===== config.mk =====
export PLATFORM = sky130hd
export DESIGN_NAME = twc_ctrl
export DESIGN_NICKNAME = d
export VERILOG_FILES = /design/src/twc_pkg.sv /design/src/twc_sync.sv /design/src/twc_unit_dec.sv /design/src/twc_ctrl.sv
export VERILOG_INCLUDE_DIRS = /design/src
export SDC_FILE = /design/constraint.sdc
export NUM_CORES = 1
export LEC_CHECK = 0
export BUFFER_PORTS_ARGS = -buffer_cell sky130_fd_sc_hd__buf_2
export CORE_MARGIN = 2
export CORE_UTILIZATION = 55
export CTS_BUF_LIST = sky130_fd_sc_hd__clkbuf_16
export DETAILED_ROUTE_END_ITERATION = 12
export MAX_ROUTING_LAYER = met4
export PLACE_DENSITY_LB_ADDON = 0.3
export SLEW_MARGIN = 10
export SYNTH_ARGS = -nofsm -noshare
export SYNTH_HDL_FRONTEND = slang
export SYNTH_HIERARCHICAL = 1
export SYNTH_SLANG_ARGS = --single-unit

===== constraint.sdc =====
create_clock -name clock -period 4.1 [get_ports clock]
set_input_delay 1.23 -clock clock [delete_from_list [all_inputs] [get_ports clock]]
set_output_delay 1.23 -clock clock [all_outputs]
set_load 0.1 [all_outputs]

===== src/twc_cfg.svh =====
`ifndef TWC_CFG_SVH
`define TWC_CFG_SVH
// ----------------------------------------
// register byte offsets
// ----------------------------------------
`define TWC_OFS_STATUS 8'h00
`define TWC_OFS_CONTROL 8'h04
`define TWC_OFS_SELECT 8'h08
`define TWC_OFS_DATA 8'h0C
// ----------------------------------------
// accumulator bit n sits on data bit 17-n
// ----------------------------------------
`define TWC_WORD_W 18
`define TWC_AC_RUN 5'd5
`define TWC_AC_REV 5'd4
`define TWC_AC_FN_HI 5'd2
`define TWC_AC_FN_LO 5'd0
`define TWC_AC_SEL_HI 5'd15
`define TWC_AC_SEL_LO 5'd12
`define TWC_STAT_HI 5'd17
`define TWC_STAT_LO 5'd9
// ----------------------------------------
// pin vector positions
// ----------------------------------------
`define TWC_PIN_N 13
`define TWC_P_TP2 0
`define TWC_P_TP0 1
`define TWC_P_BLK 2
`define TWC_P_ST3 3
`define TWC_P_ST4 4
`define TWC_P_STA 5
`define TWC_P_DAT 6
`define TWC_P_PRE 7
`define TWC_P_FIN 8
`define TWC_P_CHK 9
`define TWC_P_END 10
`define TWC_P_MTF 11
`define TWC_P_RUN 12
// ----------------------------------------
// timing
// ----------------------------------------
`define TWC_CLK_MHZ 25
`define TWC_BUSY_US 480
`define TWC_STOPW_US 240
`define TWC_BUSY_CYC (`TWC_BUSY_US * `TWC_CLK_MHZ)
`define TWC_STOPW_CYC (`TWC_STOPW_US * `TWC_CLK_MHZ)
`define TWC_SKIP_SPACES 2'd2
`define TWC_NOCHK_WORDS 3'd4
`endif


===== src/twc_pkg.sv =====
`default_nettype none
package twc_pkg;
   // ----------------------------------------
   // function codes from the load-control word
   // ----------------------------------------
   typedef enum logic [2:0] {
      FN_MOVE = 3'b000,
      FN_SEARCH = 3'b001,
      FN_READ = 3'b010,
      FN_WRITE = 3'b011,
      FN_READ_EVERY = 3'b100,
      FN_WRITE_EVERY = 3'b101,
      FN_TIMING_MARK = 3'b110,
      FN_READIN = 3'b111
   } twc_func_t;
endpackage : twc_pkg
`default_nettype wire


===== src/twc_sync.sv =====
`timescale 1ns/10ps
`default_nettype none
// ----------------------------------------
// three-stage pin synchroniser, edge on agreement
// ----------------------------------------
module twc_sync #(
   parameter int W = 1
) (
   input wire logic clock,
   input wire logic nrst,
   input wire logic [W-1:0] pinIn,
   output logic [W-1:0] levelOut,
   output logic [W-1:0] riseOut
);
   logic [W-1:0] s1_reg, s2_reg, s3_reg, lvl_reg, rise_reg;
   logic [W-1:0] lvl_next, rise_next;
   // stage one is looked at only by stage two
   always_comb
   begin
      lvl_next = lvl_reg;
      for (int i = 0; i < W; i++)
      begin
         if (s2_reg[i] == s3_reg[i])
            lvl_next[i] = s3_reg[i];
      end
      rise_next = lvl_next & ~lvl_reg;
   end
   always_ff @(posedge clock or negedge nrst)
   begin
      if (!nrst)
      begin
         s1_reg <= '0;
         s2_reg <= '0;
         s3_reg <= '0;
         lvl_reg <= '0;
         rise_reg <= '0;
      end
      else
      begin
         s1_reg <= pinIn;
         s2_reg <= s1_reg;
         s3_reg <= s2_reg;
         lvl_reg <= lvl_next;
         rise_reg <= rise_next;
      end
   end
   assign levelOut = lvl_reg;
   assign riseOut = rise_reg;
endmodule : twc_sync
`default_nettype wire


===== src/twc_unit_dec.sv =====
`timescale 1ns/10ps
`default_nettype none
// ----------------------------------------
// unit code to selection line; 0 and 9..15 select none
// ----------------------------------------
module twc_unit_dec (
   input wire logic [3:0] unitCode,
   output logic [7:0] unitLine
);
   always_comb
   begin
      unitLine = 8'h00;
      if (unitCode >= 4'h1 && unitCode <= 4'h8)
         unitLine[3'(unitCode - 4'h1)] = 1'b1;
   end
endmodule : twc_unit_dec
`default_nettype wire


===== src/twc_ctrl.sv =====
// Contract
// - status read returns flags and unit status
// - flags drive break, skip and status
// - block flag asks host for checksum
// - fault flag plus status names cause
// - mode keeps flagging until stop or end
// - search block mark flags and interchanges
// - each block number moved with flag
// - flag still set: missed word, fault
// - end mark sets end, stops run
// - entering write raises data flag
// - write flags only in write window
// - no stop or read during shifting
// - overrun writes reverse checksum, then resumes
// - boundary holds stop; read-flag stop waits
// - read flags in read window at strobe
// - word read moves word, clears flag
// - read to write skips two spaces
// - late first word: block flag or none
// - write to read raises dummy flag
// - select latches four bits, one line
// - run and reverse loaded, stop keeps direction
// - both bits set run reverse
// - function latched, decoded only while running
// - power clear resets all control state
// - host halt forces run off
`timescale 1ns/10ps
`default_nettype none
`include "twc_cfg.svh"
module twc_ctrl #(
   parameter int BUSY_CYC = `TWC_BUSY_CYC,
   parameter int STOPW_CYC = `TWC_STOPW_CYC
) (
   input wire logic clock,
   input wire logic nrst,
   input wire logic wbCycI,
   input wire logic wbStbI,
   input wire logic wbWeI,
   input wire logic [7:0] wbAdrI,
   input wire logic [3:0] wbSelI,
   input wire logic [31:0] wbDatI,
   output logic [31:0] wbDatO,
   output logic wbAckO,
   input wire logic [`TWC_PIN_N-1:0] tapePins,
   input wire logic unitUnable,
   input wire logic [`TWC_WORD_W-1:0] tapeWord,
   output logic [`TWC_WORD_W-1:0] writeWord,
   output logic interchangePulse,
   output logic checksumWritePulse,
   output logic shiftOnZeroPhase,
   output logic wordReadyFlag,
   output logic blockEndFlag,
   output logic faultFlag,
   output logic breakRequest,
   output logic skipEnable,
   output logic runOut,
   output logic reverseOut,
   output logic writePermit,
   output logic [7:0] modeLines,
   output logic [7:0] unitLines
);
   // ----------------------------------------
   // pin synchronisers
   // ----------------------------------------
   logic [`TWC_PIN_N-1:0] pinLvl, pinRise;
   logic [7:0] unitDec;
   twc_sync #(.W(`TWC_PIN_N)) u_sync (
      .clock(clock),
      .nrst(nrst),
      .pinIn(tapePins),
      .levelOut(pinLvl),
      .riseOut(pinRise)
   );
   logic [3:0] sel_reg, sel_next;
   twc_unit_dec u_dec (
      .unitCode(sel_reg),
      .unitLine(unitDec)
   );
   logic tp2, tp0;
   assign tp2 = pinRise[`TWC_P_TP2];
   assign tp0 = pinRise[`TWC_P_TP0];
   // ----------------------------------------
   // state
   // ----------------------------------------
   twc_pkg::twc_func_t fn_reg, fn_next;
   logic run_reg, run_next, rev_reg, rev_next, wp_reg, wp_next;
   logic df_reg, df_next, bf_reg, bf_next, ef_reg, ef_next;
   logic miss_reg, miss_next, mtf_reg, mtf_next, end_reg, end_next;
   logic dummy_reg, dummy_next, tmpRd_reg, tmpRd_next, ovr_reg, ovr_next;
   logic bnd_reg, bnd_next, hold_reg, hold_next, sz_reg, sz_next;
   logic pend_reg, pend_next, ack_reg, ack_next, xch_reg, xch_next;
   logic cks_reg, cks_next;
   logic [1:0] skip_reg, skip_next;
   logic [2:0] nochk_reg, nochk_next;
   logic [5:0] pendCmd_reg, pendCmd_next;
   logic [15:0] busy_reg, busy_next, stopw_reg, stopw_next;
   logic [`TWC_WORD_W-1:0] io_reg, io_next, wr_reg, wr_next;
   logic [31:0] dat_reg, dat_next;
   logic [7:0] mode_reg, mode_next, unit_reg;
   // ----------------------------------------
   // decode of bus access and mode
   // ----------------------------------------
   logic act, wr, lcInstr, selInstr, wwInstr, wrdInstr, srInstr;
   logic isSearch, isRead, isWrite, rwin, wwin, raise_data_flag_pulse, inhibit;
   logic [5:0] cmd;
   logic applyCmd, cmdRun, cmdRead;
   logic [`TWC_STAT_HI-`TWC_STAT_LO:0] statWord;
   assign act = wbCycI && wbStbI && !ack_reg;
   assign wr = act && wbWeI && (&wbSelI[2:0]);
   assign lcInstr = wr && wbAdrI == `TWC_OFS_CONTROL;
   assign selInstr = wr && wbAdrI == `TWC_OFS_SELECT;
   assign wwInstr = wr && wbAdrI == `TWC_OFS_DATA;
   assign wrdInstr = act && !wbWeI && wbAdrI == `TWC_OFS_DATA;
   assign srInstr = act && !wbWeI && wbAdrI == `TWC_OFS_STATUS;
   // modes only exist while running
   assign isSearch = run_reg && fn_reg == twc_pkg::FN_SEARCH;
   assign isRead = run_reg && (tmpRd_reg || fn_reg == twc_pkg::FN_READ
      || fn_reg == twc_pkg::FN_READ_EVERY);
   assign isWrite = run_reg && !tmpRd_reg && (fn_reg == twc_pkg::FN_WRITE
      || fn_reg == twc_pkg::FN_WRITE_EVERY);
   assign rwin = pinLvl[`TWC_P_ST3] | pinLvl[`TWC_P_ST4] | pinLvl[`TWC_P_DAT]
      | pinLvl[`TWC_P_PRE] | pinLvl[`TWC_P_FIN];
   assign wwin = pinLvl[`TWC_P_STA] | pinLvl[`TWC_P_DAT];
   // raise-data-flag pulse, one per word space while the mode lasts
   assign raise_data_flag_pulse = tp2 && skip_reg == 2'd0 && !hold_reg
      && ((isSearch && pinLvl[`TWC_P_BLK])
      || (isRead && rwin)
      || (isWrite && wwin));
   // command held while shifting, in the boundary, or in the stop wait
   // bit 3 is a spare so that run and reverse keep their own slots
   assign cmd = pend_reg && !lcInstr ? pendCmd_reg
      : {wbDatI[`TWC_AC_RUN], wbDatI[`TWC_AC_REV], 1'b0,
      wbDatI[`TWC_AC_FN_HI:`TWC_AC_FN_LO]};
   assign cmdRun = cmd[5];
   assign cmdRead = cmd[2:0] == twc_pkg::FN_READ;
   assign inhibit = busy_reg != 16'h0000 || bnd_reg
      || (stopw_reg != 16'h0000 && !cmdRun);
   assign applyCmd = (lcInstr || pend_reg) && !((!cmdRun || cmdRead) && inhibit);
   assign statWord = {df_reg, bf_reg, ef_reg, rev_reg, run_reg, mtf_reg, miss_reg,
      end_reg, unitUnable};
   // ----------------------------------------
   // next-state logic
   // ----------------------------------------
   always_comb
   begin
      fn_next = fn_reg;
      run_next = run_reg;
      rev_next = rev_reg;
      wp_next = wp_reg;
      sel_next = sel_reg;
      miss_next = miss_reg;
      mtf_next = mtf_reg;
      end_next = end_reg;
      dummy_next = dummy_reg;
      tmpRd_next = tmpRd_reg;
      ovr_next = ovr_reg;
      bnd_next = bnd_reg;
      hold_next = hold_reg;
      sz_next = sz_reg;
      skip_next = skip_reg;
      nochk_next = nochk_reg;
      pend_next = pend_reg;
      pendCmd_next = pendCmd_reg;
      busy_next = busy_reg == 16'h0000 ? busy_reg : busy_reg - 16'h0001;
      stopw_next = stopw_reg == 16'h0000 ? stopw_reg : stopw_reg - 16'h0001;
      io_next = io_reg;
      wr_next = wr_reg;
      cks_next = 1'b0;
      xch_next = raise_data_flag_pulse;
      ack_next = act;
      dat_next = 32'h0000_0000;
      df_next = df_reg;
      bf_next = bf_reg;
      // host side: clears first so that sets below win
      if (wrdInstr || wwInstr)
      begin
         df_next = 1'b0;
         bf_next = 1'b0;
      end
      if (wrdInstr)
         dat_next[`TWC_WORD_W-1:0] = io_reg;
      if (srInstr)
         dat_next[`TWC_STAT_HI:`TWC_STAT_LO] = statWord;
      if (act && !wbWeI && wbAdrI == `TWC_OFS_CONTROL)
         dat_next[5:0] = {run_reg, rev_reg, 1'b0, fn_reg};
      if (act && !wbWeI && wbAdrI == `TWC_OFS_SELECT)
         dat_next[`TWC_AC_SEL_HI:`TWC_AC_SEL_LO] = sel_reg;
      if (wwInstr)
      begin
         io_next = wbDatI[`TWC_WORD_W-1:0];
         if (isWrite)
            busy_next = 16'(BUSY_CYC);
         if (isWrite && bnd_reg && !bf_reg)
            ovr_next = 1'b1;
      end
      if (selInstr)
         sel_next = wbDatI[`TWC_AC_SEL_HI:`TWC_AC_SEL_LO];
      // load control, possibly from the held copy
      if (lcInstr && !applyCmd)
      begin
         pend_next = 1'b1;
         pendCmd_next = cmd;
      end
      if (applyCmd)
      begin
         pend_next = 1'b0;
         run_next = cmdRun;
         if (cmdRun)
            rev_next = cmd[4];
         fn_next = twc_pkg::twc_func_t'(cmd[2:0]);
         miss_next = 1'b0;
         mtf_next = 1'b0;
         end_next = 1'b0;
         tmpRd_next = 1'b0;
         ovr_next = 1'b0;
         sz_next = 1'b0;
         wp_next = cmd[2:0] == twc_pkg::FN_WRITE || cmd[2:0] == twc_pkg::FN_WRITE_EVERY;
         if (cmdRun && wp_next && !isWrite)
         begin
            df_next = 1'b1;
            if (isRead)
               skip_next = `TWC_SKIP_SPACES;
         end
         if (cmdRun && cmdRead && isWrite)
         begin
            dummy_next = 1'b1;
            df_next = 1'b1;
            nochk_next = `TWC_NOCHK_WORDS;
         end
      end
      // tape side, second timing strobe
      if (tp2 && isWrite && wwin && skip_reg != 2'd0)
      begin
         skip_next = skip_reg - 2'd1;
         if (skip_reg == 2'd1 && pinLvl[`TWC_P_FIN])
            bf_next = 1'b1;
      end
      if (tp2 && isWrite && skip_reg != 2'd0 && pinLvl[`TWC_P_CHK])
      begin
         skip_next = 2'd0;
         hold_next = 1'b1;
      end
      if (tp2 && pinLvl[`TWC_P_BLK])
         hold_next = 1'b0;
      if (raise_data_flag_pulse)
      begin
         if (isRead || isSearch)
            io_next = tapeWord;
         else
            wr_next = io_reg;
         if (df_reg && !dummy_reg && !(wrdInstr || wwInstr))
            miss_next = 1'b1;
         df_next = 1'b1;
         if (isRead)
         begin
            dummy_next = 1'b0;
            if (nochk_reg != 3'd0)
               nochk_next = nochk_reg - 3'd1;
         end
      end
      // boundary between last data word and checksum
      if (tp2 && isWrite && pinLvl[`TWC_P_FIN])
         bnd_next = 1'b1;
      if (tp2 && pinLvl[`TWC_P_CHK])
      begin
         bnd_next = 1'b0;
         if ((isRead || isWrite) && !hold_reg && skip_reg == 2'd0)
         begin
            bf_next = 1'b1;
            if (isRead)
               stopw_next = 16'(STOPW_CYC);
         end
         if (isWrite && ovr_reg)
         begin
            tmpRd_next = 1'b1;
            cks_next = 1'b1;
            ovr_next = 1'b0;
         end
      end
      // overrun: back to write at the next block, shifting on zero phase
      if (tmpRd_reg && tp2 && pinLvl[`TWC_P_BLK])
      begin
         tmpRd_next = 1'b0;
         sz_next = 1'b1;
      end
      if (sz_reg && tp0 && isWrite)
         wr_next = io_reg;
      // error causes: timing mark checked only in data modes, end mark whenever running
      if (tp2 && pinLvl[`TWC_P_MTF] && (isRead || isWrite) && nochk_reg == 3'd0)
         mtf_next = 1'b1;
      if (tp2 && run_reg && pinLvl[`TWC_P_END])
      begin
         end_next = 1'b1;
         run_next = 1'b0;
      end
      if (!pinLvl[`TWC_P_RUN])
         run_next = 1'b0;
      ef_next = miss_next || mtf_next || end_next || unitUnable;
      mode_next = run_next ? 8'h01 << fn_next : 8'h00;
   end
   // ----------------------------------------
   // registers; power clear is the async reset
   // ----------------------------------------
   always_ff @(posedge clock or negedge nrst)
   begin
      if (!nrst)
      begin
         fn_reg <= twc_pkg::FN_MOVE;
         run_reg <= 1'b0;
         rev_reg <= 1'b0;
         wp_reg <= 1'b0;
         sel_reg <= 4'h0;
         df_reg <= 1'b0;
         bf_reg <= 1'b0;
         ef_reg <= 1'b0;
         miss_reg <= 1'b0;
         mtf_reg <= 1'b0;
         end_reg <= 1'b0;
         dummy_reg <= 1'b0;
         tmpRd_reg <= 1'b0;
         ovr_reg <= 1'b0;
         bnd_reg <= 1'b0;
         hold_reg <= 1'b0;
         sz_reg <= 1'b0;
         skip_reg <= 2'd0;
         nochk_reg <= 3'd0;
         pend_reg <= 1'b0;
         pendCmd_reg <= 6'h00;
         busy_reg <= 16'h0000;
         stopw_reg <= 16'h0000;
         io_reg <= '0;
         wr_reg <= '0;
         dat_reg <= 32'h0000_0000;
         ack_reg <= 1'b0;
         xch_reg <= 1'b0;
         cks_reg <= 1'b0;
         mode_reg <= 8'h00;
         unit_reg <= 8'h00;
      end
      else
      begin
         fn_reg <= fn_next;
         run_reg <= run_next;
         rev_reg <= rev_next;
         wp_reg <= wp_next;
         sel_reg <= sel_next;
         df_reg <= df_next;
         bf_reg <= bf_next;
         ef_reg <= ef_next;
         miss_reg <= miss_next;
         mtf_reg <= mtf_next;
         end_reg <= end_next;
         dummy_reg <= dummy_next;
         tmpRd_reg <= tmpRd_next;
         ovr_reg <= ovr_next;
         bnd_reg <= bnd_next;
         hold_reg <= hold_next;
         sz_reg <= sz_next;
         skip_reg <= skip_next;
         nochk_reg <= nochk_next;
         pend_reg <= pend_next;
         pendCmd_reg <= pendCmd_next;
         busy_reg <= busy_next;
         stopw_reg <= stopw_next;
         io_reg <= io_next;
         wr_reg <= wr_next;
         dat_reg <= dat_next;
         ack_reg <= ack_next;
         xch_reg <= xch_next;
         cks_reg <= cks_next;
         mode_reg <= mode_next;
         unit_reg <= unitDec;
      end
   end
   // break and skip follow the flags on the same edge
   logic brk_reg;
   always_ff @(posedge clock or negedge nrst)
   begin
      if (!nrst)
         brk_reg <= 1'b0;
      else
         brk_reg <= df_next || bf_next || ef_next;
   end
   // ----------------------------------------
   // outputs, all straight from flops
   // ----------------------------------------
   assign wbDatO = dat_reg;
   assign wbAckO = ack_reg;
   assign writeWord = wr_reg;
   assign interchangePulse = xch_reg;
   assign checksumWritePulse = cks_reg;
   assign shiftOnZeroPhase = sz_reg;
   assign wordReadyFlag = df_reg;
   assign blockEndFlag = bf_reg;
   assign faultFlag = ef_reg;
   assign breakRequest = brk_reg;
   assign skipEnable = brk_reg;
   assign runOut = run_reg;
   assign reverseOut = rev_reg;
   assign writePermit = wp_reg;
   assign modeLines = mode_reg;
   assign unitLines = unit_reg;
endmodule : twc_ctrl
`default_nettype wire


==> results of run 1 <==
## how the worst max path moves through the flow
stage	start	to	slack, ns	cells past startpoint
after floorplan	wbAdrI[1]	fn_reg[0]	0.81	6
after global placement	wbAdrI[1]	breakRequest	0.56	9
after detailed placement	wbAdrI[3]	breakRequest	0.54	8
after CTS	wbAdrI[3]	breakRequest	0.98	8
after global routing	stopw_reg[6]	writePermit	0.69	6
final	wbAdrI[3]	breakRequest	0.96	8
## routing by layer
metal	vias to the layer above	track usage, %	share of wire (%)
met4	0	10.1	1.9
li1	2846	-	-
met3	25	4.18	6.7
met2	217	37.4	48
met1	2937	30.5	44
met5	-	-	0
## per-stage QoR
step | power, mW | setup WS [ns] | util, % | instances
floorplan | 2.19 | 0.808 | - | 765
global placement | 2.28 | 0.565 | 62.4 | 1049
detailed placement | 2.29 | 0.538 | 62.4 | 1049
CTS | 3.98 | 0.983 | 66.6 | 1081
global route | 4.08 | 0.689 | 66.6 | 1081
finish | 3.95 | 0.960 | 66.6 | 1081
## worst max-delay path: cells and delay by family
family | cells | cell delay [ns]
AO/OA/AOI/OAI | 1 | 0.38
buffers and inverters | 2 | 0.31
multiplexers | 1 | 0.28
AND/OR/NAND/NOR | 4 | 1.24
## cell type report
| type | count | share of cell area, % |
|---|---|---|
| clock inverter | 15 | 1.90 |
| clock buffer | 17 | 4.36 |
| sequential | 193 | 49.5 |
| inverter | 24 | 0.924 |
| timing repair buffer | 143 | 8.04 |
| tap | 184 | 2.36 |
| multi-input combinational | 505 | 32.9 |
## power by group
part	switching [mW]	total (mW)	internal [mW]
combinational	0.163	0.239	0.0758
sequential	0.0496	2.01	1.96
clock	0.727	1.70	0.968
==> key figures, run 1 <==
Critical path
  • CP peak stage delay: 0.48 ns
  • CP Max Fanout: 7
  • Worst reg2reg startpoint: stopw_reg[6]
  • Crit path launch type: input pin
  • FF-to-FF End: writePermit
  • CP Class: in -> reg
  • Slowest stage cell, crit path: nor4b_1
  • Critical-path cell list: buf_2 > nor4b_1 > a41o_1 > buf_4 > mux2i_1 > or4_4 > nand4_2 > or4_1
  • CP arrival: 3.44 ns
  • Reg2reg path depth: 6
  • CP Capture Type: flop
  • R2R Setup Slk: 1.02 ns
  • CP required: 4.40 ns

Clock network
  • Clock buffer depth: 2
  • Resized cells post-CTS: 0
  • Clock tree from TritonCTS: built
  • CTS Buf Count: 17
  • H-tree depth: 4
  • Clk root buf: clkbuf_16
  • Worst-path clk slew: 0.07 ns
  • Post-CTS Repair Setup Buffers: 0
  • Clk sinks: 193
  • Post-CTS Hold Buffers: 0
  • Worst-Skew Late Latency: 0.43 ns

Floorplanning
  • Row Count: 44
  • Core ar.: 14,600 µm²
  • Initial Util: 56.6%
  • # IOs: 159
  • Die Ht: 127 µm
  • Total Die Area: 16,100 µm²
  • Die width: 127 µm

Synth
  • Syn avg cell area: 11.0 µm²
  • Mapped Area: 8290 µm²
  • Cells after Synth: 752
  • Ys Warns: 6

Timing
  • Fmax: 0.318 GHz
  • Worst hold slack: 0.348 ns
  • Max Slew Vio Count: 0
  • RSZ-0062 raised after global routing: false
  • Slew headroom: 21.6%
  • Slew @ Worst Pin: 1.16 ns
  • Final period utilization: 76.6%
  • Final hold vios: 0
  • Endpoints failing setup: 0
  • Clk_skew: 0.00936 ns
  • Sum Neg Setup Slack: 0 ns
  • Final worst path period need: 3.14 ns

Route
  • Avg Vias per Cell: 5.57
  • Via Count: 6,025
  • Initial drt markers: 436
  • Pre-Repair DR Iteration Count: 5
  • Avg WL per Cell: 16.5 µm
  • DRC Markers: 0
  • Final ANT Viol Nets: 0
  • Routed wire length: 17.8 mm

GRT
  • Initial antenna violation count: 0
  • Overall Global Routing Usage: 23.6%
  • Vias in the first global route: 5,768
  • GR Overflow Total: 0
  • First-pass GRT wire length: 28.9 mm
  • Largest net degree at the start of global routing: 72

Finish
  • Design Area, Final: 9750 µm²
  • Area growth syn-to-layout: 17.6%
  • Fill cell count: 1,131
  • Commonest cells after routing, fill and taps aside: dfrtp_1, buf_2, nand2_1
  • Multi-input gate area: 3210 µm²
  • Nets: 974
  • Most common cell after layout, fill and taps aside: dfrtp_1
  • Share of layout cells above drive strength 1: 27.3%
  • Diode count: 0
  • Register area: 4830 µm²

Power and ir drop
  • Leakage: 4.83 nW
  • Pwr Density: 405 nW/µm²
  • Maximum vdd drop: 0.000300 V

Place
  • IO Port Bufs: 129
  • Gp weighted congestion: 0.887
  • Placement Cell Area: 9140 µm²
  • Post-DP HPWL: 12.6 mm

Run
  • Max Cap Viol: 0

Worst hold path
  • HP Start: u_sync/s1_reg[10]
  • Hold Crit Depth: 0
  • Hold EP: u_sync/s2_reg[10]
  • Hold/Removal Path Class: reg -> reg

Run status
  • Status: completed
Note: power is estimated with default switching activity, not from simulation.
==> run 2, diff against run 1 <==
Clock period 4.1 ns to 3.25 ns, I/O delays scaled along.
==> key figures, run 2 (synthesis gave the netlist of run 1 again) <==
Finish
  • Share of layout cells above drive strength 1: 28.7% (+1.4 points)
  • Most common cell after layout, fill and taps aside: dfrtp_1
  • Nets: 991 (+1.7%)
  • Core Util, Final: 67.5% (+0.89 points)
  • Diode count: 0 (unchanged)
  • Final std cells w/o fill: 1,098 (+1.6%)
  • Commonest cells after routing, fill and taps aside: dfrtp_1, buf_2, nand2_1
  • Design Area, Final: 9880 µm² (+1.3%)
  • Area growth syn-to-layout: 19.2%

Floorplanning
  • Core ar.: 14,600 µm² (unchanged)
  • # IOs: 159 (unchanged)
  • Initial Util: 56.6% (unchanged)
  • Die width: 127 µm (unchanged)
  • Die Ht: 127 µm (unchanged)
  • Row Count: 44 (unchanged)
  • Total Die Area: 16,100 µm² (unchanged)

Route
  • Pre-Repair DR Iteration Count: 5 (unchanged)
  • Final ANT Viol Nets: 0 (unchanged)
  • Avg Vias per Cell: 5.51 (-1.2%)
  • Routed wire length: 17.9 mm (+0.35%)
  • Via Count: 6,049 (+0.40%)
  • Initial drt markers: 414 (-5.0%)
  • Avg WL per Cell: 16.3 µm (-1.2%)
  • DRC Markers: 0 (unchanged)

Critical path
  • R2R Setup Slk: 0.62 ns (-0.40 ns)
  • FF-to-FF End: runOut
  • Reg2reg path depth: 9 (+3)
  • Crit path launch type: input pin
  • CP Max Fanout: 8 (+1)
  • CP arrival: 3.14 ns (-0.30 ns)
  • CP required: 3.57 ns (-0.83 ns)
  • Worst reg2reg startpoint: stopw_reg[0]
  • CP Capture Type: flop
  • CP Class: in -> reg

GRT
  • First-pass GRT wire length: 29.7 mm (+2.7%)
  • Vias in the first global route: 5,919 (+2.6%)
  • Overall Global Routing Usage: 24.2% (+0.58 points)
  • GR Overflow Total: 0 (unchanged)
  • Initial antenna violation count: 0 (unchanged)
  • Largest net degree at the start of global routing: 69 (-4.2%)

Clock network
  • Worst-Skew Late Latency: 0.43 ns (about the same)
  • Clk root buf: clkbuf_16
  • Worst-path clk slew: 0.07 ns (about the same)
  • Resized cells post-CTS: 0 (unchanged)
  • Post-CTS Repair Setup Buffers: 0 (unchanged)
  • CTS Buf Count: 17 (unchanged)
  • Clock buffer depth: 2 (unchanged)
  • Post-CTS Hold Buffers: 0 (unchanged)
  • Clock tree from TritonCTS: built
  • Clk sinks: 193 (unchanged)
  • H-tree depth: 4 (unchanged)

Place
  • Placement Cell Area: 9280 µm² (+1.5%)
  • Dpl cells: 1,066 (+1.6%)
  • Gp weighted congestion: 0.869 (-2.0%)
  • Pre-CTS setup slack: 0.00640 ns (-0.532 ns)
  • Post-DP HPWL: 12.7 mm (+0.28%)
  • IO Port Bufs: 129 (unchanged)

Timing
  • Sum Neg Setup Slack: 0 ns (unchanged)
  • Worst setup margin: 0.423 ns (-0.537 ns)
  • Slew @ Worst Pin: 0.696 ns (-0.465 ns)
  • Final worst path period need: 2.83 ns
  • Final period utilization: 87.0%
  • Slew headroom: 52.9% (+31 points)
  • Final hold vios: 0 (unchanged)
  • Clk_skew: 0.0103 ns (+0.000896 ns)
  • RSZ-0062 raised after global routing: false
  • Fmax: 0.354 GHz
  • Endpoints failing setup: 0 (unchanged)
  • Max Slew Vio Count: 0 (unchanged)

Run status
  • Status: completed

Power and ir drop
  • Leakage: 4.92 nW (+1.9%)
  • Maximum vdd drop: 0.000427 V (+42%)
  • Pwr Density: 503 nW/µm² (+24%)

Worst hold path
  • Hold/Removal Path Class: reg -> reg
  • Hold EP: u_sync/s2_reg[4]
  • Hold Crit Depth: 0 (unchanged)
  • HP Start: u_sync/s1_reg[4]

Run
  • Max Cap Viol: 0 (unchanged)
==> run 2: layer usage <==
layer	routed length (µm)	part of all wire (%)	global-route usage, %	up-vias
met3	1240	7.0	5.86	31
met2	8290	46	36.8	220
met4	382	2.1	9.18	0
met5	0	0	-	-
li1	-	-	-	2880
met1	7940	44	32.0	2918
==> run 2: cell type report <==
type                    count  area [µm²]
clock buffers              17         425
clock inverters            15         181
fillers                  1132        4760
inverters                  24        90.1
multi-input cells         505        3200
flip-flops and latches    193        4830
well taps                 184         230
repair buffers            160         925
==> run 2: worst max path at each step <==
stage / start / to / slack, ns / cells after the start
final: wbAdrI[7] / writePermit / 0.42 / 8
after global routing: wbAdrI[7] / writePermit / 0.30 / 8
after CTS: wbAdrI[7] / writePermit / 0.44 / 8
after detailed placement: wbAdrI[7] / writePermit / 0.006 / 8
after global placement: wbAdrI[7] / writePermit / -0.006 / 8
after floorplan: wbAdrI[1] / fn_reg[0] / 0.21 / 6
==> run 2: power breakdown <==
part           switching, mW  total, mW  internal, mW
Sequential            0.0606       2.54          2.48
Combinational          0.208      0.309         0.101
Clock                  0.907       2.12          1.22
Total                   1.18       4.97          3.79
==> run 2: worst max-delay path, cell delays in order <==
cell	delay, ns
buf_2	0.12
nor4b_1	0.36
buf_4	0.18
a41o_1	0.26
mux2i_1	0.25
a41o_1	0.24
and2_1	0.37
mux2_2	0.37
==> run 2: per-stage QoR <==
step	hold WS (ns)	total power [mW]
2_1_floorplan	0.331	2.76
3_3_place_gp	0.331	2.88
3_5_place_dp	0.335	2.89
4_1_cts	0.352	5.02
5_1_grt	0.354	5.16
6_report	0.350	4.97
==> run 3, diff against run 2 <==
Settings changed: CTS_BUF_LIST sky130_fd_sc_hd__clkbuf_16 to default, PLACE_DENSITY from default to 0.83, PLACE_DENSITY_LB_ADDON 0.3 to default.
==> key figures, run 3 (synthesis gave the netlist of run 1 again) <==
Critical path
  • CP arrival: 3.15 ns (about the same)
  • WP buf/inv: 2 (unchanged)
  • Critical-path cell list: buf_2 > nor4b_1 > buf_4 > a41o_1 > mux2i_1 > a41o_1 > and2_1 > mux2_2
  • CP Class: in -> reg
  • CP delay by family, top: simple AND/OR/NAND/NOR gates
  • CP Max Fanout: 6 (-2)
  • CP Capture Type: flop
  • R2R Setup Slk: 0.63 ns (about the same)
  • CP required: 3.57 ns (about the same)
  • Most frequent CP cell: a41o_1
  • Slowest stage cell, crit path: nor4b_1
  • CP peak stage delay: 0.39 ns (+0.02 ns)
  • Crit path launch type: input pin

Finish
  • Multi-input gate area: 3200 µm² (unchanged)
  • Nets: 991 (unchanged)
  • Share of layout cells above drive strength 1: 28.5% (-0.19 points)
  • Most common cell after layout, fill and taps aside: dfrtp_1
  • Area growth syn-to-layout: 18.6%
  • Diode count: 0 (unchanged)
  • Register area: 4830 µm² (unchanged)
  • Fill cell count: 1,110 (-1.9%)
  • Commonest cells after routing, fill and taps aside: dfrtp_1, buf_2, nand2_1

Clock network
  • Post-CTS Hold Buffers: 0 (unchanged)
  • Worst-Skew Late Latency: 0.43 ns (about the same)
  • Clk root buf: clkbuf_16
  • Clk sinks: 193 (unchanged)
  • Clock buffer depth: 2 (unchanged)
  • Clock tree from TritonCTS: built
  • Resized cells post-CTS: 0 (unchanged)
  • CTS Buf Count: 17 (unchanged)
  • Worst-path clk slew: 0.07 ns (about the same)
  • H-tree depth: 4 (unchanged)
  • Post-CTS Repair Setup Buffers: 0 (unchanged)

Floorplanning
  • Initial Util: 56.6% (unchanged)
  • # IOs: 159 (unchanged)
  • Total Die Area: 16,100 µm² (unchanged)
  • Die width: 127 µm (unchanged)
  • Core ar.: 14,600 µm² (unchanged)
  • Die Ht: 127 µm (unchanged)
  • Row Count: 44 (unchanged)

Route
  • Avg Vias per Cell: 5.56 (+0.89%)
  • Avg WL per Cell: 16.7 µm (+2.4%)
  • DRC Markers: 0 (unchanged)
  • Pre-Repair DR Iteration Count: 5 (unchanged)
  • Final ANT Viol Nets: 0 (unchanged)
  • Via Count: 6,097 (+0.79%)
  • Routed wire length: 18.3 mm (+2.3%)
  • Initial drt markers: 477 (+15%)

Timing
  • RSZ-0062 raised after global routing: false
  • Final period utilization: 87.2% (+0.26 points)
  • Endpoints failing setup: 0 (unchanged)
  • Worst setup margin: 0.415 ns (-0.00846 ns)
  • Worst hold slack: 0.349 ns (-0.000617 ns)
  • Sum Neg Setup Slack: 0 ns (unchanged)
  • Max Slew Vio Count: 0 (unchanged)
  • Slew @ Worst Pin: 0.925 ns (+0.229 ns)
  • Slew headroom: 38.2% (-15 points)
  • Final hold vios: 0 (unchanged)
  • Clk_skew: 0.00682 ns (-0.00343 ns)
  • Final worst path period need: 2.84 ns (+0.00846 ns)
  • Fmax: 0.353 GHz (-0.30%)

Worst hold path
  • Hold/Removal Path Class: reg -> reg

Place
  • Pre-CTS setup slack: 0.000783 ns (-0.00561 ns)
  • Post-DP HPWL: 13.1 mm (+3.0%)
  • IO Port Bufs: 129 (unchanged)
  • Gp weighted congestion: 0.846 (-2.7%)

GRT
  • GR Overflow Total: 0 (unchanged)
  • Largest net degree at the start of global routing: 68 (-1.4%)
  • Initial antenna violation count: 0 (unchanged)
  • First-pass GRT wire length: 29.8 mm (+0.39%)
  • Overall Global Routing Usage: 24.4% (+0.22 points)
  • Vias in the first global route: 5,856 (-1.1%)

Run status
  • Status: completed

Power and ir drop
  • Maximum vdd drop: 0.000419 V (-2.0%)
  • Leakage: 4.89 nW (-0.50%)
  • Pwr Density: 501 nW/µm² (-0.46%)
  • Tot Pwr: 4.92 mW (-0.94%)

Run
  • Max Cap Viol: 0 (unchanged)
## run 3: cell types whose count changed in the layout (fill, tap and decap cells not counted), sizes merged
cell	before	now
bufinv	3	2
clkbuf	18	19
clkinv	7	4
clkinvlp	2	3
inv	27	28
## run 3: report_power, final
part,leakage [nW],internal [mW],switching (mW),total [mW]
logic,2.21,0.101,0.208,0.309
registers,2.40,2.48,0.0635,2.54
clock network,0.278,1.15,0.930,2.08
## run 3: per-layer routing
layer  routed length [µm]  vias up  part of all wire (%)  global-route usage [%]
li1                     -     2879                     -                       -
met1                 7880     2944                    43                    31.2
met2                 8830      245                    48                    39.0
met3                 1210       29                   6.6                    5.27
met4                  359        0                   2.0                    8.86
met5                    0        -                     0                       -
## run 3: final timing paths
check | end | from | cells after the start
max in group asynchronous | wbDatO[10] | nrst | 2
worst min register to register | u_sync/s2_reg[4] | u_sync/s1_reg[4] | 0
min in group asynchronous | wbDatO[14] | nrst | 1
worst min-delay path | u_sync/s2_reg[4] | u_sync/s1_reg[4] | 0
worst max register to register | nochk_reg[1] | busy_reg[7] | 6
worst max-delay path | writePermit | wbAdrI[3] | 8
## run 3: layout make-up
class	instances	share of cell area, %
clock buffer	18	4.36
timing repair buffer	160	9.15
multi-input combinational	505	32.6
tap	184	2.34
clock inverter	13	1.58
sequential	193	49.1
inverter	24	0.916
## run 3: metrics by stage
step | std cells | instance area (µm²) | util (%)
after global routing | 1097 | 9840 | 67.2
after global placement | 1066 | 9250 | 63.2
after detailed placement | 1066 | 9250 | 63.2
final | 1097 | 9840 | 67.2
after floorplan | 765 | 8340 | -
after CTS | 1097 | 9840 | 67.2
